`src/hdl/acc_pkg.sv`:
```
// Purpose: Shared constants, types and saturation helper for the calibration correction block.
// Assumes: 24-bit two's complement samples and 1.23 unsigned gain coefficients.
// Notes:   Every data width, register offset and coefficient reset value used by the design is named here.
package acc_pkg;

   localparam int ACC_DATA_W   = 24;
   localparam int ACC_FRAC_W   = 23;
   localparam int ACC_WIDE_W   = 2 * ACC_DATA_W + 1;
   localparam int ACC_ADDR_W   = 8;
   localparam int ACC_NUM_COEF = 4;
   localparam int ACC_LATENCY  = 5;

   typedef logic signed [ACC_DATA_W-1:0] acc_sample_t;
   typedef logic        [ACC_DATA_W-1:0] acc_coef_t;
   typedef logic signed [ACC_WIDE_W-1:0] acc_wide_t;
   typedef logic        [ACC_ADDR_W-1:0] acc_addr_t;

   typedef struct packed {
      logic        valid;
      acc_sample_t data;
      logic [1:0]  choice;
      logic        unipolar;
   } acc_stage_t;

   // Register map; the coefficient index is the byte offset minus the base.
   localparam acc_addr_t ACC_ADDR_SYSTEM_OFFSET_SECOND = 8'h14;
   localparam acc_addr_t ACC_ADDR_SYSTEM_GAIN_FIRST    = 8'h15;
   localparam acc_addr_t ACC_ADDR_SYSTEM_GAIN_SECOND   = 8'h16;
   localparam acc_addr_t ACC_ADDR_SELF_OFFSET_VALUE    = 8'h17;
   localparam acc_addr_t ACC_ADDR_BASE                 = ACC_ADDR_SYSTEM_OFFSET_SECOND;

   localparam int ACC_IDX_SYSTEM_OFFSET_SECOND = 0;
   localparam int ACC_IDX_SYSTEM_GAIN_FIRST    = 1;
   localparam int ACC_IDX_SYSTEM_GAIN_SECOND   = 2;
   localparam int ACC_IDX_SELF_OFFSET_VALUE    = 3;

   localparam acc_coef_t   ACC_OFFSET_RESET  = 24'h000000;
   localparam acc_coef_t   ACC_GAIN_UNITY    = 24'h800000;
   localparam acc_coef_t   ACC_READ_UNMAPPED = 24'h000000;
   localparam acc_sample_t ACC_SAMPLE_MAX    = 24'sh7FFFFF;
   localparam acc_sample_t ACC_SAMPLE_MIN    = 24'sh800000;
   localparam acc_sample_t ACC_SAMPLE_ZERO   = 24'sh000000;

   localparam logic [1:0] ACC_SEL_SET_FIRST  = 2'h0;
   localparam logic [1:0] ACC_SEL_SET_SECOND = 2'h1;
   localparam int         ACC_SEL_OFF_BIT    = 1;
   localparam logic       ACC_UNIPOLAR       = 1'h1;
   localparam int         ACC_UNIPOLAR_SHIFT = 1;

   // Clamps a wide intermediate to the 24-bit signed output range.
   function automatic acc_sample_t acc_saturate(input acc_wide_t value);
      acc_sample_t clamped;
      if (value > acc_wide_t'(ACC_SAMPLE_MAX))
         clamped = ACC_SAMPLE_MAX;
      else if (value < acc_wide_t'(ACC_SAMPLE_MIN))
         clamped = ACC_SAMPLE_MIN;
      else
         clamped = value[ACC_DATA_W-1:0];
      return clamped;
   endfunction

endpackage

```
`src/hdl/acc_correction.sv`:
```
// Purpose: Digital correction chain applied to each raw conversion result.
// Assumes: Raw results, selector bits and the coefficients held elsewhere come from logic on clk.
// Notes:   Five pipeline stages; each sample carries its own coefficient choice and polarity mode.
`timescale 1ns/100ps
module acc_correction
(
   input  wire logic                              clk,
   input  wire logic                              rst_n,
   input  wire logic [acc_pkg::ACC_ADDR_W-1:0]    regAddr,
   input  wire logic                              regWrEn,
   input  wire logic [acc_pkg::ACC_DATA_W-1:0]    regWrData,
   input  wire logic                              regRdEn,
   output logic      [acc_pkg::ACC_DATA_W-1:0]    regRdData,
   output logic                                   regRdValid,
   input  wire logic                              calWrEn,
   input  wire logic [acc_pkg::ACC_ADDR_W-1:0]    calWrAddr,
   input  wire logic [acc_pkg::ACC_DATA_W-1:0]    calWrData,
   input  wire logic [acc_pkg::ACC_DATA_W-1:0]    systemOffsetFirst,
   input  wire logic [acc_pkg::ACC_DATA_W-1:0]    selfGain,
   input  wire logic [1:0]                        resultSlotCoefficientChoice,
   input  wire logic                              unipolarBipolarSelect,
   input  wire logic                              selfOffsetBypass,
   input  wire logic                              rawValid,
   input  wire logic signed [acc_pkg::ACC_DATA_W-1:0] rawData,
   output logic                                   resultValid,
   output logic signed [acc_pkg::ACC_DATA_W-1:0]  result
);
   import acc_pkg::*;

   acc_coef_t   coef      [ACC_NUM_COEF];
   acc_coef_t   next_coef [ACC_NUM_COEF];
   acc_coef_t   next_regRdData;
   logic        next_regRdValid;

   acc_stage_t  s1, s2, s3, s4;
   acc_stage_t  next_s1, next_s2, next_s3, next_s4;
   acc_sample_t selfSub, selfScaled, sysSub, sysScaled;
   acc_sample_t sysOffsetSel;
   acc_coef_t   sysGainSel;
   acc_sample_t next_result;
   logic        next_resultValid;
   acc_wide_t   doubled;

   // Coefficient registers. A calibration load in the same cycle as a software
   // write wins, because the calibration result is the newer measurement.
   genvar gi;
   generate
      for (gi = 0; gi < ACC_NUM_COEF; gi++)
      begin : g_coef
         always_comb
         begin
            next_coef[gi] = coef[gi];
            if (regWrEn && regAddr == ACC_ADDR_BASE + ACC_ADDR_W'(gi))
               next_coef[gi] = regWrData;
            if (calWrEn && calWrAddr == ACC_ADDR_BASE + ACC_ADDR_W'(gi))
               next_coef[gi] = calWrData;
         end
      end
   endgenerate

   always_ff @(posedge clk or negedge rst_n)
   begin
      if (!rst_n)
      begin
         coef[ACC_IDX_SYSTEM_OFFSET_SECOND] <= ACC_OFFSET_RESET;
         coef[ACC_IDX_SYSTEM_GAIN_FIRST]    <= ACC_GAIN_UNITY;
         coef[ACC_IDX_SYSTEM_GAIN_SECOND]   <= ACC_GAIN_UNITY;
         coef[ACC_IDX_SELF_OFFSET_VALUE]    <= ACC_OFFSET_RESET;
      end
      else
      begin
         coef <= next_coef;
      end
   end

   // Read port: data is captured on a read strobe and held until the next one.
   always_comb
   begin
      next_regRdValid = regRdEn;
      next_regRdData  = regRdData;
      if (regRdEn)
      begin
         if (regAddr == ACC_ADDR_SYSTEM_OFFSET_SECOND)
            next_regRdData = coef[ACC_IDX_SYSTEM_OFFSET_SECOND];
         else if (regAddr == ACC_ADDR_SYSTEM_GAIN_FIRST)
            next_regRdData = coef[ACC_IDX_SYSTEM_GAIN_FIRST];
         else if (regAddr == ACC_ADDR_SYSTEM_GAIN_SECOND)
            next_regRdData = coef[ACC_IDX_SYSTEM_GAIN_SECOND];
         else if (regAddr == ACC_ADDR_SELF_OFFSET_VALUE)
            next_regRdData = coef[ACC_IDX_SELF_OFFSET_VALUE];
         else
            next_regRdData = ACC_READ_UNMAPPED;
      end
   end

   always_ff @(posedge clk or negedge rst_n)
   begin
      if (!rst_n)
      begin
         regRdData  <= ACC_READ_UNMAPPED;
         regRdValid <= 1'b0;
      end
      else
      begin
         regRdData  <= next_regRdData;
         regRdValid <= next_regRdValid;
      end
   end

   // Stage 1: self offset, read as two's complement regardless of coding.
   acc_sat_sub u_selfSub
   (
      .minuend    (rawData),
      .subtrahend ($signed(coef[ACC_IDX_SELF_OFFSET_VALUE])),
      .difference (selfSub)
   );

   // Stage 2: self gain for the active amplifier setting.
   acc_gain_mult u_selfGain
   (
      .sample (s1.data),
      .gain   (selfGain),
      .scaled (selfScaled)
   );

   // Stage 3: selected system offset.
   acc_sat_sub u_sysSub
   (
      .minuend    (s2.data),
      .subtrahend (sysOffsetSel),
      .difference (sysSub)
   );

   // Stage 4: selected system gain.
   acc_gain_mult u_sysGain
   (
      .sample (s3.data),
      .gain   (sysGainSel),
      .scaled (sysScaled)
   );

   always_comb
   begin
      // Offsets are signed fields; the cast is the only interpretation used.
      sysOffsetSel = $signed(systemOffsetFirst);
      if (s2.choice == ACC_SEL_SET_SECOND)
         sysOffsetSel = $signed(coef[ACC_IDX_SYSTEM_OFFSET_SECOND]);
      sysGainSel = coef[ACC_IDX_SYSTEM_GAIN_FIRST];
      if (s3.choice == ACC_SEL_SET_SECOND)
         sysGainSel = coef[ACC_IDX_SYSTEM_GAIN_SECOND];
   end

   always_comb
   begin
      next_s1          = '0;
      next_s1.valid    = rawValid;
      next_s1.choice   = resultSlotCoefficientChoice;
      next_s1.unipolar = unipolarBipolarSelect;
      next_s1.data     = selfOffsetBypass ? rawData : selfSub;

      next_s2      = s1;
      next_s2.data = selfScaled;

      // Codes with the upper bit set leave only self calibration in effect.
      next_s3 = s2;
      if (!s2.choice[ACC_SEL_OFF_BIT])
         next_s3.data = sysSub;

      next_s4 = s3;
      if (!s3.choice[ACC_SEL_OFF_BIT])
         next_s4.data = sysScaled;

      // Polarity scaling comes last, after every offset has been removed.
      doubled          = acc_wide_t'(s4.data) <<< ACC_UNIPOLAR_SHIFT;
      next_resultValid = s4.valid;
      next_result      = s4.data;
      if (s4.unipolar == ACC_UNIPOLAR)
         next_result = acc_saturate(doubled);
   end

   always_ff @(posedge clk or negedge rst_n)
   begin
      if (!rst_n)
      begin
         s1          <= '0;
         s2          <= '0;
         s3          <= '0;
         s4          <= '0;
         resultValid <= 1'b0;
         result      <= ACC_SAMPLE_ZERO;
      end
      else
      begin
         s1          <= next_s1;
         s2          <= next_s2;
         s3          <= next_s3;
         s4          <= next_s4;
         resultValid <= next_resultValid;
         result      <= next_result;
      end
   end
endmodule // acc_correction

```
`src/hdl/acc_sat_sub.sv`:
```
// Purpose: Saturating subtraction of a two's complement offset from a sample.
// Assumes: Both operands are 24-bit two's complement, whatever the output coding.
// Notes:   Purely combinational; the caller registers the result.
`timescale 1ns/100ps
module acc_sat_sub
(
   input  wire logic signed [acc_pkg::ACC_DATA_W-1:0] minuend,
   input  wire logic signed [acc_pkg::ACC_DATA_W-1:0] subtrahend,
   output logic      signed [acc_pkg::ACC_DATA_W-1:0] difference
);
   import acc_pkg::*;

   acc_wide_t wideDiff;

   always_comb
   begin
      wideDiff   = acc_wide_t'(minuend) - acc_wide_t'(subtrahend);
      difference = acc_saturate(wideDiff);
   end

endmodule // acc_sat_sub

```
`src/hdl/acc_gain_mult.sv`:
```
// Purpose: Scales a signed sample by an unsigned 1.23 fixed-point gain.
// Assumes: Gain weighs one at its top bit and two to the minus 23 at its lowest.
// Notes:   Fraction bits are dropped by an arithmetic shift, so rounding is always toward minus infinity.
`timescale 1ns/100ps
module acc_gain_mult
(
   input  wire logic signed [acc_pkg::ACC_DATA_W-1:0] sample,
   input  wire logic        [acc_pkg::ACC_DATA_W-1:0] gain,
   output logic      signed [acc_pkg::ACC_DATA_W-1:0] scaled
);
   import acc_pkg::*;

   acc_wide_t product;
   acc_wide_t shifted;

   always_comb
   begin
      // A zero is prepended so the gain stays unsigned inside a signed product.
      product = acc_wide_t'(sample) * acc_wide_t'($signed({1'b0, gain}));
      shifted = product >>> ACC_FRAC_W;
      scaled  = acc_saturate(shifted);
   end

endmodule // acc_gain_mult

```
`config.mk`:
```
export PLATFORM = sky130hd
export DESIGN_NAME = acc_correction
export DESIGN_NICKNAME = d
export VERILOG_FILES = /design/src/hdl/acc_pkg.sv /design/src/hdl/acc_correction.sv /design/src/hdl/acc_sat_sub.sv /design/src/hdl/acc_gain_mult.sv
export SDC_FILE = /design/constraint.sdc
export NUM_CORES = 2
export LEC_CHECK = 0
export ABC_AREA = 1
export BUFFER_PORTS_ARGS = -buffer_cell sky130_fd_sc_hd__buf_2
export CORE_ASPECT_RATIO = 2
export CORE_MARGIN = 2
export CORE_UTILIZATION = 35
export CTS_BUF_LIST = sky130_fd_sc_hd__clkbuf_4 sky130_fd_sc_hd__clkbuf_8 sky130_fd_sc_hd__clkbuf_16
export CTS_CLUSTER_SIZE = 14
export DETAILED_ROUTE_END_ITERATION = 16
export PLACE_DENSITY = 0.55
export SETUP_SLACK_MARGIN = 0.1
export SLEW_MARGIN = 0
export SYNTH_ARGS = -nofsm -noshare
export SYNTH_HDL_FRONTEND = slang
export SYNTH_SLANG_ARGS = --single-unit
```
`constraint.sdc`:
```
create_clock -name clk -period 11.5 [get_ports clk]
set_input_delay 0 -clock clk [delete_from_list [all_inputs] [get_ports clk]]
set_output_delay 0 -clock clk [all_outputs]
set_load 0.02 [all_outputs]
```
* Word level (Yosys, flattened, before mapping)
Cells that the tools add are included.
** Word-level totals
- Bits in registers :: 256
- Bits in latches :: 0
- Memory bits (writable) :: 0
- Bits in read-only memories :: 0
- Bits of input ports :: 146
- Output and inout bits :: 50
- Word-level logic and storage cells :: 87
- Memories kept :: 0
** Operators by class
- Add/sub/neg operators :: 2
- $mul :: 2
- Divide/modulo/power cells :: 0
- Magnitude comparators :: 10
- Eq/ne operators :: 10
- Shift-type cells :: 0
- Mux-type cells :: 28
- Bitwise operators :: 0
- Reduce and logical (&&, ||, !) cells :: 12
** Operator list (count)
- two-way mux 24 bit :: 28
- > comparator 49 x 24 -> 1 bit, second input constant :: 2
- < comparator 49 x 24 -> 1 bit, second input constant :: 2
- multiplier 24 x 25 -> 49 bit :: 2
- equality test 8 x 5 -> 1 bit, second input constant :: 8
- > comparator 26 x 24 -> 1 bit, second input constant :: 2
- < comparator 26 x 24 -> 1 bit, second input constant :: 2
- subtractor 24 x 24 -> 25 bit :: 2
- > comparator 25 x 24 -> 1 bit, second input constant :: 1
- < comparator 25 x 24 -> 1 bit, second input constant :: 1
- logical AND 1 bit :: 8
- nonzero test 2 bit :: 4
- equality test 2 x 1 -> 1 bit, second input constant :: 2

* Depth between registers and ports, before layout
- Depth after elaboration :: 7
- Gate-level depth with buffers :: 41
- Depth with buffers taken out :: 37

* Cells and area by module
From an unflattened synthesis, not the netlist that was laid out.
** Unflattened totals
- Cells, all modules :: 7967
- Area total of the unflattened synthesis :: 57486.4 um^2
** Modules (own cells, without submodules)
- acc_gain_mult at u_sysGain :: instances 1, cells each 2798, area each 20524.7 um^2, seq. area each 0.0 um^2
- acc_gain_mult at u_selfGain :: instances 1, cells each 2789, area each 20519.7 um^2, seq. area each 0.0 um^2
- acc_correction :: instances 1, cells each 1586, area each 12350.6 um^2, seq. area each 6408.6 um^2
- acc_sat_sub :: instances 2, cells each 397, area each 2045.7 um^2, seq. area each 0.0 um^2

* Worst setup path after synthesis
Ideal clock, no wire load.
- Kind :: register -> register
- Start point :: register s3 (netlist bit next_s4[2])
- End point :: register s4 (netlist bit doubled[12])
- Library setup time :: 0.120 ns
- Arrival time :: 6.850 ns
- Data required time :: 11.380 ns
- Slack :: 4.530 ns
- Cell stages (with the launch flop) :: 34
- Path buffers :: 4
- Clock period less this slack :: 6.970 ns
- Cell sequence :: dfrtp_1 -> inv_2 -> nand2_1 -> buf_2 -> clkbuf_1 -> o21ai_0 -> clkbuf_1 -> nor2_1 -> fa_1 -> fa_1 -> inv_1 -> fa_1 -> inv_1 -> fa_1 -> inv_1 -> fa_1 -> inv_1 -> fa_1 -> inv_1 -> fa_1 -> inv_1 -> ha_1 -> nand2_1 -> nor2_1 -> inv_1 -> nor2_1 -> inv_1 -> nor4_1 -> nand2_1 -> nand3_1 -> nand3_1 -> o21ai_2 -> buf_6 -> a21oi_2
** RTL lines
- start: declaration :: line acc_correction.sv:35 : acc_stage_t s1, s2, s3, s4;
- start signal: assignment :: line acc_correction.sv:196 : s3 <= next_s3;
- end signal: assignment :: line acc_correction.sv:197 : s4 <= next_s4;
- end: declaration :: line acc_correction.sv:35

==> results.yml <==
sta:
  rsz0062_at_grt: "no"
  period_share_pct: 82.6
  fmax_ghz: 0.105
  finalHoldViolations: 0
  relSlewSlack_pct: 23.6
  tightestPinTransition_ns: 1.14
  tns_ns: 0
  setup_viol: 0
  fin_crit_ns: 9.50
  finalClockSkew_ns: 0.0385
  slew_viol_final: 0
final_layout:
  drive_above_1_share_pct: 6.24
  final_area_um2: 57900
  syn_to_final_growth_pct: 10.4
  mostFrequentLayoutCell: "inv_1"
  mostFrequentLayoutCells: "inv_1 (1,583), nand2_1 (1,415), fa_1 (964), nor2_1 (570), ha_1 (444)"
  nFillCells: 15753
  fin_nets: 8388
  final_cell_count_no_fill: 8789
place:
  place_inst: 8581
  portBuffers: 195
  place.detailed.hpwl_um: 138000
  placed_cell_area_um2: 55300
  place_congestion: 0.941
routing:
  route.detailed.drc: 0
  ant_nets: 0
  drtPass1Iterations: 6
  initialDrtViolationCount: 3391
  vias_per_cell: 5.00
  vias: 43951
  routedWlPerCell_um: 19.8
  wl_um: 174000
synthesis:
  syn_area_per_cell_um2: 7.89
  ys_seq_area_share_pct: 12.2
  netlist_instances: 6651
  synth-seq-cells: 256
  syn_nets: 8205
  ys_types: 54
  synth_ff_type: "dfrtp_1"
  synth_warnings: 0
  async_flop_share_pct: 100
  synth_area_um2: 52500
  synth_edf_count: 0
die:
  dieArea_um2: 153000
  io_pins: 196
  fp.dieW_um: 278
  core_um2: 149000
  start_util_pct: 35.1
  core.rowCount: 201
  chipHeight_um: 552
setup_path:
  cp.depth: 27
  arrival_ns: 9.94
  cp_slowest_cell: "o21ai_1"
  cp_data_required_time_ns: 11.93
  worstSetupPathType: "flip-flop to flip-flop"
  crit_family: "adder cells"
  cp-end-kind: "flip-flop"
  cp_num_buf_inv: 4
  rr_worst_depth: 27
  crit_fanout: 29
  worstSetupStartpointType: "flip-flop"
  critPathMaxStageDelay_ns: 0.99
run:
  maxCapViolCount: 0
cts:
  cts_buffers: 34
  clk_path_buf_depth: 3
  clock_latency_ns: 0.59
  clockRootBuffer: "clkbuf_16"
  cts.sinks: 256
  cts_tree: "done"
  cts-htree-levels: 2
  path_clk_slew_ns: 0.06
global_route:
  grt_max_degree: 89
  grt_pass1_wl_um: 274000
  grtUsageTotal_pct: 23.2
  grt_overflow: 0
  grt_pass1_vias: 46483
  antenna_found_initial: 8
worst_hold_path:
  hp-class: "input port to async pin"
run_status:
  status: "finished, final reports clean"
[area by class of cell]
type                            count  area, um^2  share of cell area [%]
Timing Repair Buffer              419        3030                    5.23
Antenna cell                        6        15.0                  0.0259
Inverter                         1597        5990                    10.3
Tap cell                         1928        2410                    4.17
Clock buffer                       47         980                    1.69
Clock inverter                     10         126                   0.218
Sequential cell                   256        6410                    11.1
Multi-Input combinational cell   4526       38900                    67.3
[cells by family after synthesis]
group | after synthesis | share of synthesized area, %
adder cells (fa/ha/maj) | 1408 | 47.4
multiplexers | 17 | 0.365
AND/OR/NAND/NOR | 2169 | 16.3
flip-flops | 256 | 12.2
buffers and inverters | 1869 | 13.5
AO/OA/AOI/OAI | 843 | 8.75
XOR/XNOR | 89 | 1.50
[synth_stat cells (5+ instances only)]
cell	number	area, um^2
o221ai_1	8	70.1
fa_1	964	19300
ha_1	444	5560
a21o_1	30	225
nand2_1	1415	5310
mux2_2	17	191
nand3_1	78	390
o21ai_1	11	55.1
nor2_1	570	2140
a31oi_1	13	81.3
buf_6	5	56.3
dfrtp_1	254	6360
o21bai_1	18	135
xor2_1	61	534
nor3_1	19	95.1
a21oi_2	20	175
buf_1	8	30.0
clkbuf_1	244	916
nor4_1	13	81.3
inv_1	1583	5940
o21ai_0	430	2150
o21ai_2	5	43.8
nand4_1	18	113
nand2_2	7	43.8
o21a_1	11	82.6
or2_2	30	188
a21oi_1	263	1320
buf_4	12	90.1
clkinv_1	11	41.3
a21boi_0	8	60.1
o22ai_1	12	75.1
xnor2_1	27	236
[path summary, 6_finish.rpt]
path	slack, ns	end	from
setup / recovery	2.00	doubled[23]	next_s4[2]
setup reg to reg	2.00	doubled[23]	next_s4[2]
hold / removal	0.04	regRdData[17]	rst_n
max in group asynchronous	9.34	doubled[10]	rst_n
min in group clk	0.06	s1[5]	selfOffsetBypass
hold reg to reg	0.35	next_s3[27]	next_s2[27]
[metal layers]
metal,track usage [%],part of all wire (%)
met4,7.44,3.7
met1,31.0,43
met5,0,0.014
met3,2.71,6.4
met2,39.3,47
[registers in the layout, indices dropped and copies added (netlist names)]
register / cells
next_s2: 4
s3: 24
regRdData: 24
next_s3: 4
s4: 1
next_s4: 4
s1: 24
regRdValid: 1
doubled: 24
result: 24
next_resultValid: 1
coef: 96
s2: 24
resultValid: 1
[what timing repair did]
action                    CTS  global route
hold endpoints to repair  211             0
resized for setup           0             0
hold buffers              145             0
setup buffers               0             0
[per-stage QoR]
step	util, %	setup WS [ns]	hold WS, ns
after detailed placement	37.0	2.10	0.0746
after global placement	37.0	2.27	0.0755
after floorplan	-	4.53	-0.296
after CTS	38.8	2.06	0.0121
after global routing	38.8	1.52	0.0601
final	38.8	2.00	0.0354
Power is left out: the tool's default activity adds up to more than one toggle a clock period on the data nets, which glitch-free logic cannot reach.
